$ cat src/core/hbm_pkg.sv
`default_nettype none
package hbm_pkg;
  localparam int CLK_PERIOD_NS     = 20;
  localparam int TICK_NS           = 1000;
  localparam int NS_PER_US         = 1000;
  localparam int TICK_DIV          = TICK_NS / CLK_PERIOD_NS;
  localparam int DUTY_W            = 8;
  localparam int CNT_W             = 16;
  localparam int CTRL_W            = 7;
  localparam int WAKE_TIME_US_DEF  = 1000;
  localparam int SLEEP_TIME_US_DEF = 2000;
  localparam int POWER_TIME_US_DEF = 100;

  typedef logic [1:0]        addr_type;
  typedef logic [31:0]       data_type;
  typedef logic [CNT_W-1:0]  cnt_type;
  typedef logic [DUTY_W-1:0] duty_type;

  localparam addr_type REG_CTRL   = 2'h0;
  localparam addr_type REG_DUTY   = 2'h1;
  localparam addr_type REG_STATUS = 2'h2;

  typedef enum logic [1:0] {
    IF_PWM  = 2'h0,
    IF_PHEN = 2'h1,
    IF_HALF = 2'h2
  } iface_type;

  typedef enum logic [1:0] {
    DRV_COAST = 2'h0,
    DRV_REV   = 2'h1,
    DRV_FWD   = 2'h2,
    DRV_BRAKE = 2'h3
  } drive_type;

  typedef struct packed {
    logic      pwm_en;
    drive_type drive;
    logic      supply_sleep;
    logic      run;
    iface_type iface;
  } ctrl_type;

  typedef struct packed {
    logic vcc;
    logic mode_o;
    logic mode_oe;
    logic a;
    logic b;
  } pins_type;

  typedef enum logic [5:0] {
    ST_SLEEP = 6'h01,
    ST_OFF   = 6'h02,
    ST_POWER = 6'h04,
    ST_WAKE  = 6'h08,
    ST_RUN   = 6'h10,
    ST_IDLE  = 6'h20
  } state_type;

  typedef struct packed {
    logic      vcc;
    logic      awake;
    state_type state;
  } status_type;

  // Mode pin encodings as {level, enable}
  localparam logic [1:0] MPIN_LOW   = 2'h1;
  localparam logic [1:0] MPIN_HIGH  = 2'h3;
  localparam logic [1:0] MPIN_FLOAT = 2'h0;

  localparam ctrl_type CTRL_RESET = 7'h00;
  localparam duty_type DUTY_RESET = 8'h80;
  localparam pins_type PINS_RESET = 5'h14;
endpackage : hbm_pkg
`default_nettype wire

$ cat src/core/hbm_ctrl.sv
// Added by the designer: the Avalon-MM register port and the register offsets.
`timescale 1ns/1ps
`default_nettype none
module hbm_ctrl #(
  parameter int SLEEP_TIME_US = hbm_pkg::SLEEP_TIME_US_DEF,
  parameter int WAKE_TIME_US  = hbm_pkg::WAKE_TIME_US_DEF,
  parameter int POWER_TIME_US = hbm_pkg::POWER_TIME_US_DEF
) (
  input  wire logic              MCLK,
  input  wire logic              RST_N,
  input  wire hbm_pkg::addr_type AVS_ADDRESS,
  input  wire logic              AVS_READ,
  input  wire logic              AVS_WRITE,
  input  wire hbm_pkg::data_type AVS_WRITEDATA,
  output hbm_pkg::data_type      AVS_READDATA,
  output logic                   AVS_WAITREQUEST,
  output logic                   VCC_EN,
  output logic                   MODE_OUT,
  output logic                   MODE_OE,
  output logic                   CTRL_IN_A,
  output logic                   CTRL_IN_B
);
  import hbm_pkg::*;

  // Rounds up so a timed wait never comes out shorter than asked
  function automatic int us_ticks(int us);
    us_ticks = (us * NS_PER_US + TICK_NS - 1) / TICK_NS;
  endfunction : us_ticks

  // A spare tick covers the partial first one, so no wait runs short
  localparam int WAKE_TICKS  = us_ticks(WAKE_TIME_US) + 1;
  localparam int SLEEP_TICKS = us_ticks(SLEEP_TIME_US) + 1;
  localparam int POWER_TICKS = us_ticks(POWER_TIME_US) + 1;
  localparam cnt_type WAKE_LAST  = cnt_type'(WAKE_TICKS - 1);
  localparam cnt_type SLEEP_LAST = cnt_type'(SLEEP_TICKS - 1);
  localparam cnt_type POWER_LAST = cnt_type'(POWER_TICKS - 1);

  ctrl_type   ctrl;
  ctrl_type   next_ctrl;
  duty_type   duty;
  duty_type   next_duty;
  data_type   rdata;
  data_type   next_rdata;
  logic       wait_req;
  logic       next_wait_req;
  state_type  st;
  state_type  next_st;
  cnt_type    cnt;
  cnt_type    next_cnt;
  pins_type   pins;
  pins_type   next_pins;
  status_type status;
  logic       tick;
  logic       pwm_on;
  logic       lvl;
  logic       fwd_sel;

  function automatic logic [1:0] mode_drive(iface_type f, logic hold_low);
    case (f)
      IF_PHEN: mode_drive = MPIN_HIGH;
      IF_HALF: mode_drive = hold_low ? MPIN_LOW : MPIN_FLOAT;
      default: mode_drive = MPIN_LOW;
    endcase
  endfunction : mode_drive

  // True when the pins form a state in which the device counts to sleep
  function automatic logic is_entry(pins_type p);
    is_entry = p.mode_oe && !p.b && (p.mode_o || !p.a);
  endfunction : is_entry

  function automatic logic [1:0] drive_ab(iface_type f, drive_type d,
                                          logic l);
    case (f)
      IF_PHEN: drive_ab = {d == DRV_FWD,
                           (d == DRV_FWD || d == DRV_REV) && l};
      IF_HALF: drive_ab = {d[1] && l, d[0] && l};
      default: drive_ab = {(d == DRV_FWD && l) || d == DRV_BRAKE,
                           (d == DRV_REV && l) || d == DRV_BRAKE};
    endcase
  endfunction : drive_ab

  // Drive request that would leave the pins in a sleep-entry state
  function automatic logic drive_rests(iface_type f, drive_type d);
    pins_type p;
    p = PINS_RESET;
    {p.mode_o, p.mode_oe} = mode_drive(f, 1'b0);
    {p.a, p.b} = drive_ab(f, d, 1'b1);
    drive_rests = is_entry(p);
  endfunction : drive_rests

  hbm_pwm #(
    .DIV    (TICK_DIV),
    .DUTY_W (DUTY_W)
  ) u_pwm (
    .clk    (MCLK),
    .rst_n  (RST_N),
    .duty   (duty),
    .tick   (tick),
    .pwm_on (pwm_on)
  );

  assign lvl     = ctrl.pwm_en ? pwm_on : 1'b1;
  assign fwd_sel = (ctrl.drive == DRV_FWD);
  // Only run and idle mean the device is known to be awake
  assign status  = {pins.vcc, (st == ST_RUN) || (st == ST_IDLE), st};

  always_comb begin
    next_ctrl     = ctrl;
    next_duty     = duty;
    next_rdata    = rdata;
    next_wait_req = 1'b1;
    if ((AVS_READ || AVS_WRITE) && wait_req) begin
      next_wait_req = 1'b0;
      case (AVS_ADDRESS)
        REG_CTRL:   next_rdata = data_type'(ctrl);
        REG_DUTY:   next_rdata = data_type'(duty);
        REG_STATUS: next_rdata = data_type'(status);
        default:    next_rdata = '0;
      endcase
    end
    if (AVS_WRITE && !wait_req) begin
      case (AVS_ADDRESS)
        REG_CTRL: next_ctrl = ctrl_type'(AVS_WRITEDATA[CTRL_W-1:0]);
        REG_DUTY: next_duty = AVS_WRITEDATA[DUTY_W-1:0];
        default:  next_ctrl = ctrl;
      endcase
    end
  end

  always_ff @(posedge MCLK or negedge RST_N) begin
    if (!RST_N) begin
      ctrl     <= CTRL_RESET;
      duty     <= DUTY_RESET;
      rdata    <= '0;
      wait_req <= 1'b1;
    end else begin
      ctrl     <= next_ctrl;
      duty     <= next_duty;
      rdata    <= next_rdata;
      wait_req <= next_wait_req;
    end
  end

  always_comb begin
    next_st   = st;
    next_cnt  = tick ? cnt + 1'b1 : cnt;
    next_pins = PINS_RESET;
    {next_pins.mode_o, next_pins.mode_oe} = mode_drive(ctrl.iface, 1'b0);
    case (st)
      ST_SLEEP: begin
        // Half-bridge only sleeps with the mode pin pulled low
        {next_pins.mode_o, next_pins.mode_oe} = mode_drive(ctrl.iface, 1'b1);
        next_cnt = '0;
        // A resting drive would only fall asleep again, so it does not wake
        if (ctrl.run && !drive_rests(ctrl.iface, ctrl.drive)) begin
          next_st = ST_WAKE;
        end else if (ctrl.supply_sleep) begin
          next_st = ST_OFF;
        end
      end
      ST_OFF: begin
        next_pins.vcc = 1'b0;
        {next_pins.mode_o, next_pins.mode_oe} = MPIN_LOW;
        next_cnt = '0;
        if (ctrl.run && !drive_rests(ctrl.iface, ctrl.drive)) begin
          next_st = ST_POWER;
        end
      end
      ST_POWER: begin
        if (tick && cnt >= POWER_LAST) begin
          next_st  = ST_WAKE;
          next_cnt = '0;
        end
      end
      ST_WAKE: begin
        next_pins.a = (ctrl.iface == IF_PHEN) ? fwd_sel : 1'b1;
        next_pins.b = 1'b1;
        if (!ctrl.run) begin
          next_st  = ST_IDLE;
          next_cnt = '0;
        end else if (tick && cnt >= WAKE_LAST) begin
          next_st  = ST_RUN;
          next_cnt = '0;
        end
      end
      ST_RUN: begin
        // Re-driven each cycle so a recovered bridge follows the command
        {next_pins.a, next_pins.b} =
          drive_ab(ctrl.iface, ctrl.drive, lvl);
        if (!ctrl.run) begin
          next_st  = ST_IDLE;
          next_cnt = '0;
        end else if (!is_entry(next_pins)) begin
          next_cnt = '0;
        end else if (tick && cnt >= SLEEP_LAST) begin
          next_st  = ST_SLEEP;
          next_cnt = '0;
        end
      end
      ST_IDLE: begin
        {next_pins.mode_o, next_pins.mode_oe} = mode_drive(ctrl.iface, 1'b1);
        if (ctrl.run) begin
          next_st  = ST_RUN;
          next_cnt = '0;
        end else if (tick && cnt >= SLEEP_LAST) begin
          next_st  = ctrl.supply_sleep ? ST_OFF : ST_SLEEP;
          next_cnt = '0;
        end
      end
      default: begin
        next_st  = ST_SLEEP;
        next_cnt = '0;
      end
    endcase
  end

  always_ff @(posedge MCLK or negedge RST_N) begin
    if (!RST_N) begin
      st   <= ST_SLEEP;
      cnt  <= '0;
      pins <= PINS_RESET;
    end else begin
      st   <= next_st;
      cnt  <= next_cnt;
      pins <= next_pins;
    end
  end

  assign AVS_READDATA    = rdata;
  assign AVS_WAITREQUEST = wait_req;
  assign VCC_EN          = pins.vcc;
  assign MODE_OUT        = pins.mode_o;
  assign MODE_OE         = pins.mode_oe;
  assign CTRL_IN_A       = pins.a;
  assign CTRL_IN_B       = pins.b;
endmodule : hbm_ctrl
`default_nettype wire

$ cat src/core/hbm_pwm.sv
`timescale 1ns/1ps
`default_nettype none
module hbm_pwm #(
  parameter int DIV    = hbm_pkg::TICK_DIV,
  parameter int DUTY_W = hbm_pkg::DUTY_W
) (
  input  wire logic              clk,
  input  wire logic              rst_n,
  input  wire logic [DUTY_W-1:0] duty,
  output logic                   tick,
  output logic                   pwm_on
);
  localparam int DW = $clog2(DIV);
  localparam logic [DW-1:0] DIV_LAST = DW'(DIV - 1);

  logic [DW-1:0]     div;
  logic [DW-1:0]     next_div;
  logic [DUTY_W-1:0] ph;
  logic [DUTY_W-1:0] next_ph;
  logic              next_tick;
  logic              next_pwm_on;

  always_comb begin
    next_div    = (div == DIV_LAST) ? '0 : div + 1'b1;
    next_tick   = (div == DIV_LAST);
    next_ph     = ph + 1'b1;
    // All ones means fully on, since ph < duty alone would leave one phase per period low
    next_pwm_on = (duty == '1) || (ph < duty);
  end

  always_ff @(posedge clk or negedge rst_n) begin
    if (!rst_n) begin
      div    <= '0;
      ph     <= '0;
      tick   <= 1'b0;
      pwm_on <= 1'b0;
    end else begin
      div    <= next_div;
      ph     <= next_ph;
      tick   <= next_tick;
      pwm_on <= next_pwm_on;
    end
  end
endmodule : hbm_pwm
`default_nettype wire
$ cat config.mk
export PLATFORM = sky130hd
export DESIGN_NAME = hbm_ctrl
export DESIGN_NICKNAME = d
export VERILOG_FILES = /design/src/core/hbm_pkg.sv /design/src/core/hbm_ctrl.sv /design/src/core/hbm_pwm.sv
export SDC_FILE = /design/constraint.sdc
export NUM_CORES = 1
export LEC_CHECK = 0
export ABC_AREA = 1
export BUFFER_PORTS_ARGS = -buffer_cell sky130_fd_sc_hd__buf_2
export CORE_UTILIZATION = 50
export CTS_CLUSTER_DIAMETER = 30
export DETAILED_ROUTE_END_ITERATION = 7
export GPL_TIMING_DRIVEN = 0
export PLACE_DENSITY = 0.83
export SETUP_SLACK_MARGIN = 0.05
export SLEW_MARGIN = 10
export SYNTH_ARGS = -nofsm -noshare
export SYNTH_HDL_FRONTEND = slang
export SYNTH_SLANG_ARGS = --single-unit
$ cat constraint.sdc
create_clock -name MCLK -period 3.7 [get_ports MCLK]
set_input_delay 0.37 -clock MCLK [delete_from_list [all_inputs] [get_ports MCLK]]
set_output_delay 0.37 -clock MCLK [all_outputs]
set_load 0.05 [all_outputs]
==> summary.md, run 1 <==
| Metric | Value |
|---|---|
| Number of setup violations in the final report | 0 |
| FF+latch count, synth | between 60 and 70 |
| Number of gates resized after cts | 0 |
| Proportion of synthesized chip area in sequential cells | 0.441 |
| Synth unique cells | 30 |
| Static leakage | 0.00229 uW |
| Worst slew margin relative to its limit | 0.448 |
| Width of the die | about 90 um |
| Crit-path cells | inv_1 > ha_1 > o21ai_0 > nand2_1 > nand2_1 > nand3_1 > nor2_2 > nor2_4 > buf_6 > nor2_2 |
| Switching power total | 964 uW |
| FP Rows | 31 |
| Largest net degree at the start of global routing | 68 |
| Number of buffers created by CTS | 9 |
| Clk sink count | 67 |
| DIE AREA | 7980 sq um |
| Number of max-cap violations | 0 |
| IR drop worst, VDD | 0.206 mV |
| Ratio of final minimum period to clock period | 0.566 |
| Count of input and output buffers | 27 |
| Sequential cell fraction of total power | 0.410 |
| Core footprint | roughly 7300 sq um |
| First-pass GRT wire length | approximately 13 mm |
| Effective utilization at floorplan | 0.520 |
| Hold_ws | 0.119 ns |
| Startpoint of the most critical setup path | ctrl[0]$_DFFE_PN0P_ |
| Kind of start point of the critical path | register |
| Logic gate share of total power | 0.358 |
| Via count | 3150 |
| CTS tree | done |
| Total length of routed wires | 7.81 mm |
| Post-DRT Antenna Nets | 0 |
| Maximum achievable frequency | 0.477 GHz |
| Fraction of layout instances using a drive strength above 1 | 0.192 |
| CTS root buf | clkbuf_8 |
| Initial DRC count | roughly 240 |
| Largest stage delay on the critical path | 0.42 ns |
| Number of instances in the placed design | a little over 600 |
| Setup repair after global routing missed its margin | no |
| Number of levels the H-tree was split into | 3 |
| Cell Int Power | 1350 uW |
| Fraction of met2 tracks used by global routing | 0.364 |
| Number of hold-repair buffers added at the cts stage | 0 |
| Remaining routing DRC violations | 0 |
| Endpoints failing hold | 0 |
| # diodes | 0 |
| Max Fanout on Critical Path | 10 |
| Run status | finished clean |
| Global route total overflow | 0 |
| Global routing met3 resource utilization | 0.0342 |
| Via/cell ratio | 4.96 |
| Cell Count, Final, Fillers Out | 635 |
| Total negative slack for setup checks | 0 ns |
| Worst reg2reg startpoint | ctrl[0]$_DFFE_PN0P_ |
| Area grow syn2layout | 13.5% |
| Switching power share of the total | 0.417 |
| Max stage delay cell, worst path | dfrtp_1 |
| Drt first pass iters | 5 |
| Met1 Resource Use GR | 0.260 |
| Clock network power share | 0.232 |
| Routed wirelength normalized by instance count | 12.3 um |
| Sort of element at the end of the critical path | register |
| Setup slack of the most critical reg-to-reg path | 1.60 ns |
| Worst flop-to-flop path endpoint | cnt[7]$_DFF_PN0_ |
| Number of max-slew violations in the final report | 0 |
| Antenna violations before repair | 0 |
| Weighted congestion at the end of routability-driven global placement | 0.849 |
| Number of global-route vias before repair | approximately 3000 |
| Worst Hold Class | in -> async |
| Yosys warning total | 0 |
| Global-route layer with the greatest usage | met2 |
| Clk buf depth | 2 |
| Least-Margin Pin Slew | 0.828 ns |
| Count of buffers added by post-CTS timing repair for setup | 0 |
| Worst setup path endpoint | cnt[7]$_DFF_PN0_ |
| Clock insertion delay at the later pin of the skew report | 0.35 ns |
| Die extent in y | 89.4 um |
| Global-route total usage across every layer | 0.214 |
| Final #Nets | 587 |
| Required time at the worst-slack endpoint | between 3 and 4 ns |
| Clock transition at the register clock pins on the worst setup and hold paths after CTS | 0.07 ns |
| Min cycle time layout | around 2.1 ns |
| Post-layout power | 2310 uW |
| Half-perimeter wire length after detailed placement | 5.86 mm |
| Classification of the worst setup path | reg -> reg |
| Worst-case clock skew | around 0.013 ns |
| Cells after Synth | 471 |
| Critical path data arrival time | 2.32 ns |
| R2R depth | 10 |
| Avg Synthesized Cell Area | 8.10 sq um |
| Boundary Pins | 76 |
| Synth Cell Area | 3810 sq um |
| Power per Cell Area | approximately 530 nW/um^2 |
## layer usage
layer / vias up / wire (um)
met5: - / 0
met1: 1464 / 3400
met2: 103 / 3920
li1: 1563 / -
met3: 20 / 319
met4: 0 / 175
## power by group through the flow
| stage | Combinational [uW] | Sequential, uW | Clock, uW |
|---|---|---|---|
| after floorplan | 500 | 1070 | 0 |
| after global placement | 779 | 954 | 0 |
| after detailed placement | 817 | 960 | 0 |
| after CTS | 824 | 947 | 544 |
| after global routing | 920 | 962 | 573 |
| final | 827 | 949 | 537 |
## cell usage in the layout (no fill, tap or decap)
cell / instances
nand3b_1: 2
xor2_1: 14
nand4_1: 11
clkinv_2: 1
or2_2: 2
buf_2: 26
conb_1: 24
nor2_4: 3
inv_1: 71
clkbuf_1: 4
nor2_2: 19
dfrtp_1: 62
buf_6: 1
a41oi_1: 1
buf_4: 26
inv_2: 1
clkinvlp_4: 3
nand3_1: 26
xnor2_1: 3
nand2_2: 3
nand3_4: 1
or2_0: 1
o22ai_1: 6
nand2_1: 101
a21oi_1: 19
nor3_1: 6
ha_1: 17
o21ai_0: 32
dfstp_2: 5
o21ai_1: 1
o21a_1: 1
clkbuf_8: 10
nor2_1: 31
nand4_2: 2
## worst max-delay path, delay by kind of cell, from the launching register on
kind	cells	cell delay (ns)
simple gates	6	0.68
fa+ha+maj	1	0.42
compound gates	1	0.19
flops	1	0.42
buf+inv	2	0.27
## worst min path at each step
stage / from / to / slack (ns) / cells past startpoint
2_1_floorplan: RST_N / AVS_READDATA[0]$_DFFE_PN0P_ / 0.07 / 0
3_3_place_gp: AVS_READDATA[6]$_DFFE_PN0P_ / AVS_READDATA[6]$_DFFE_PN0P_ / 0.46 / 2
3_5_place_dp: AVS_READDATA[1]$_DFFE_PN0P_ / AVS_READDATA[1]$_DFFE_PN0P_ / 0.47 / 2
4_1_cts: RST_N / AVS_READDATA[5]$_DFFE_PN0P_ / 0.15 / 1
5_1_grt: RST_N / cnt[1]$_DFF_PN0_ / 0.19 / 1
6_report: RST_N / cnt[1]$_DFF_PN0_ / 0.12 / 1
## Yosys cell counts, drive strengths merged
master	count	area, sq um
nand2	104	398
nand3	27	148
inv	72	270
ha	17	213
conb	1	3.75
buf	26	199
o21a	1	7.51
o22ai	6	37.5
a41oi	1	8.76
xor2	14	123
nand3b	2	15.0
nand4	13	93.8
nor2	53	269
dfstp	5	131
nor3	6	30.0
xnor2	3	26.3
or2	3	18.8
o21ai	33	165
dfrtp	62	1550
a21oi	19	95.1
clkbuf	3	11.3
## kinds of logic after synthesis
logic type / after synthesis / synth area share
and+or+nand+nor: 208 / 0.255
xor gates and xnor gates: 17 / 0.0390
other: 1 / 0.000983
buffers and inverters: 101 / 0.126
DFF: 67 / 0.441
adders and majority gates: 17 / 0.0558
AOI/OAI and AO/OA: 60 / 0.0823
## layout make-up
| class | count | area (sq um) |
|---|---|---|
| clock buffer | 11 | 141 |
| fill | 617 | 3000 |
| buffer | 29 | 210 |
| clock inverter | 4 | 27.5 |
| sequential | 67 | 1680 |
| timing repair buffer | 27 | 138 |
| inverter | 72 | 270 |
| multi-input combinational | 326 | 1740 |
| tap | 99 | 124 |
## registers in the layout, summed over array words and instances, names as in the netlist, 6 cells and up
name,cells
u_pwm.ph,8
u_pwm.div,6
duty,8
AVS_READDATA,8
ctrl,7
cnt,16
st,6
## per-stage QoR
stage | utilization | worst slack [ns] | cell area [sq um]
finish | 0.591 | 1.60 | 4330
global route | 0.591 | 1.41 | 4330
CTS | 0.591 | 1.65 | 4330
detailed placement | 0.568 | 1.67 | 4160
global placement | 0.568 | 1.78 | 4160
floorplan | - | 2.02 | 3900
(Power assumes the default switching activity.)
==> run 2, diff against run 1 <==
ABC_AREA = 0   (was 1)
clock period = 2.05 ns   (was 3.7 ns; I/O delays follow)
==> run 2 against run 1 <==
Compared with the run above:
- die area shrank 2.1%
- clock power grew 110%
- register-to-register slack lost 1.5 ns
- total power grew 120%
- design area grew 6.7%
- worst hold slack lost 0.049 ns
- largest cell class unchanged
==> summary.md, run 2 <==
| Metric | Value |
|---|---|
| Boundary Pins | 76 |
| Post-DRT Antenna Nets | 0 |
| Core footprint | 7210 sq um |
| Initial DRC count | 292 |
| Half-perimeter wire length after detailed placement | 5.48 mm |
| Ratio of final minimum period to clock period | 0.973 |
| Largest stage delay on the critical path | 0.44 ns |
| Final #Nets | 522 |
| Static leakage | between 0.002 and 0.0025 uW |
| Maximum achievable frequency | 0.502 GHz |
| Commonest non-fill, non-tap cell in the layout | dfrtp_1 |
| DIE AREA | 7810 sq um |
| First-pass GRT wire length | 13.5 mm |
| Area fraction of the dominant cell type after synthesis | 0.416 |
| Min cycle time layout | 1.99 ns |
| Global-route total usage across every layer | 0.229 |
| Buffer and inverter count on the worst path | 2 |
| Clock transition at the register clock pins on the worst setup and hold paths after CTS | 0.08 ns |
| Drt first pass iters | 5 |
| Via count | 3091 |
| Clk buf depth | 2 |
| FP Rows | 31 |
| Setup ws final | 0.0562 ns |
| Area occupied by registers | 1690 sq um |
| Number of buffers created by CTS | 9 |
| Layout filler cell count | 571 |
| # diodes | 0 |
| Share of synthesized registers carrying an async set or reset | 1.00 |
| CTS root buf | clkbuf_8 |
| Total area of multi-input combinational cells | 1990 sq um |
| Remaining routing DRC violations | 0 |
| Total negative slack for setup checks | 0 ns |
| Least-Margin Pin Slew | 0.826 ns |
| Number of global-route vias before repair | 2836 |
| Synth Cell Area | 3730 sq um |
| Total length of routed wires | 8.52 mm |
| Required time at the worst-slack endpoint | between 2 and 2.5 ns |
| Most frequent cells in the layout | 59 x dfrtp_1, 39 x buf_4, 36 x nor2_1 |
| Most repeated cell in the gate-level netlist after synthesis | dfrtp_1 |
| Number of max-slew violations in the final report | 0 |
| Worst-case clock skew | 0.00905 ns |
| Yosys warning total | 0 |
| Routed wirelength normalized by instance count | around 15 um |
| Effective utilization at floorplan | 0.517 |
| FF+latch count, synth | 67 |
| Run status | finished clean |
| Power per Cell Area | 1080 nW/um^2 |
| Sort of element at the end of the critical path | register |
| Avg Synthesized Cell Area | 9.57 sq um |
| Proportion of synthesized chip area in sequential cells | 0.451 |
| Largest net degree at the start of global routing | 68 |
| Kind of start point of the critical path | register |
| Crit-path cells | ha_4 > buf_6 > a311oi_1 > a21oi_2 > o22ai_2 > a211oi_4 > buf_4 > nor2_1 |
| Number of levels the H-tree was split into | 3 |
| Synth unique cells | 56 |
| IR drop worst, VDD | 0.435 mV |
| Max Fanout on Critical Path | 4 |
| Clock insertion delay at the later pin of the skew report | 0.35 ns |
| Number of synthesized flops with an enable pin | 0 |
| Via/cell ratio | approximately 5.4 |
| Cell types with the highest counts after synthesis | 62 x dfrtp_1, 38 x nor2_1, 35 x nand2_1, 27 x o21ai_0, 24 x buf_4 |
| Width of the die | 88.4 um |
| Cell type contributing the most total cell area after synthesis | dfrtp_1 |
| Max FFs per register | 16 |
| Number of max-cap violations | 0 |
| Post-Place Setup Slack | -0.254 ns |
| Worst path top cell family by delay | compound AO/OA/AOI/OAI gates |
| Utilization after layout | 0.640 |
| Global route total overflow | 0 |
| Die extent in y | 88.4 um |
| Antenna violations before repair | 0 |
| Worst Hold Class | in -> reg |
| Max stage delay cell, worst path | dfrtp_2 |
| Cells after Synth | 390 |
| Clk sink count | 67 |
| Critical path data arrival time | 2.23 ns |
| Setup repair after global routing missed its margin | yes |
| CTS tree | done |
| Register with the most flip-flops | cnt |
| Dominant cells by area after synthesis | dfrtp_1 42%, ha_1 5.7%, buf_4 4.8% |
| Area grow syn2layout | 23.8% |
| Weighted congestion at the end of routability-driven global placement | just under 0.9 |
| Classification of the worst setup path | reg -> reg |
| Count of input and output buffers | 26 |
| Primary flip-flop cell chosen by synthesis mapping | dfrtp_1 |
| Worst slew margin relative to its limit | 0.449 |
| Number of setup violations in the final report | 0 |
| Endpoints failing hold | 0 |
| Fraction of layout instances using a drive strength above 1 | 0.294 |
## run 2: changes by cell type in the layout (fill, tap and decap cells not counted), sizes merged, moves of 8 or more
cell	previous run	this run
nand2	104	35
inv	72	24
buf	53	75
nand3	27	12
nor2	53	42
xnor2	3	11
## run 2: timing repair
item | CTS | global route
endpoints found under the setup margin | 21 | 21
endpoints found under the hold margin | 47 | 0
pin swaps | 5 | 12
hold buffers | 1 | 0
gates resized for setup | 11 | 31
gates cloned | 0 | 1
buffers inserted | 11 | 5
## run 2: layout make-up
type / instances / area share
inverter: 23 / 0.0192
tap: 99 / 0.0268
sequential: 67 / 0.365
multi-input combinational: 287 / 0.432
timing repair buffer: 44 / 0.0609
clock inverter: 7 / 0.0168
clock buffer: 9 / 0.0268
buffer: 35 / 0.0528
## run 2: cells by family (layout without fill, tap and decap cells)
kind of cell,after synthesis,in the layout,synth area share
other,1,24,0.00101
adders and majority gates,17,17,0.0570
AOI/OAI and AO/OA,83,83,0.143
DFF,67,67,0.451
muxes,9,9,0.0248
and+or+nand+nor,131,131,0.180
buffers and inverters,59,118,0.0899
xor gates and xnor gates,23,23,0.0540
## run 2: routing by layer
layer / track usage / wire, um
met5: 0 / 0
met4: 0.104 / 206
met3: 0.0345 / 472
met2: 0.385 / 4270
met1: 0.291 / 3570
## run 2: report_power, final
group	internal (uW)	total, uW	switching [uW]	leakage [uW]
Combinational	880	2150	1270	0.00115
Sequential	1540	1750	208	0.000846
Clock	569	1110	541	0.0000934
Total	2990	5010	2020	0.00209
## run 2: worst register-to-register path: cells and delay by family (launching register included)
kind	cells	cell delay (ns)
simple gates	1	0.05
buf+inv	2	0.30
fa+ha+maj	1	0.32
compound gates	4	0.77
flops	1	0.44
## run 2: path summary, 6_finish.rpt
kind / start / depth (start not counted) / slack, ns / to
setup reg to reg: ctrl[1]$_DFFE_PN0P_ / 8 / 0.06 / cnt[3]$_DFF_PN0_
setup / recovery: ctrl[1]$_DFFE_PN0P_ / 8 / 0.06 / cnt[3]$_DFF_PN0_
max in group asynchronous: RST_N / 2 / 0.96 / st[2]$_DFFE_PN0P_
hold / removal: AVS_WRITEDATA[7] / 3 / 0.07 / duty[7]$_DFFE_PN1P_
min in group asynchronous: RST_N / 2 / 0.50 / AVS_READDATA[5]$_DFFE_PN0P_
hold reg to reg: AVS_READDATA[7]$_DFFE_PN0P_ / 2 / 0.48 / AVS_READDATA[7]$_DFFE_PN0P_
## run 2: through the flow
| stage | hold WS (ns) | instance area [sq um] | power [uW] | cells |
|---|---|---|---|---|
| after floorplan | -0.0906 | 3820 | 2960 | 413 |
| after global placement | 0.422 | 4070 | 3270 | 538 |
| after detailed placement | 0.357 | 4070 | 3330 | 538 |
| after CTS | 0.0654 | 4430 | 4660 | 565 |
| after global routing | 0.0752 | 4620 | 5260 | 571 |
| final | 0.0695 | 4620 | 5010 | 571 |
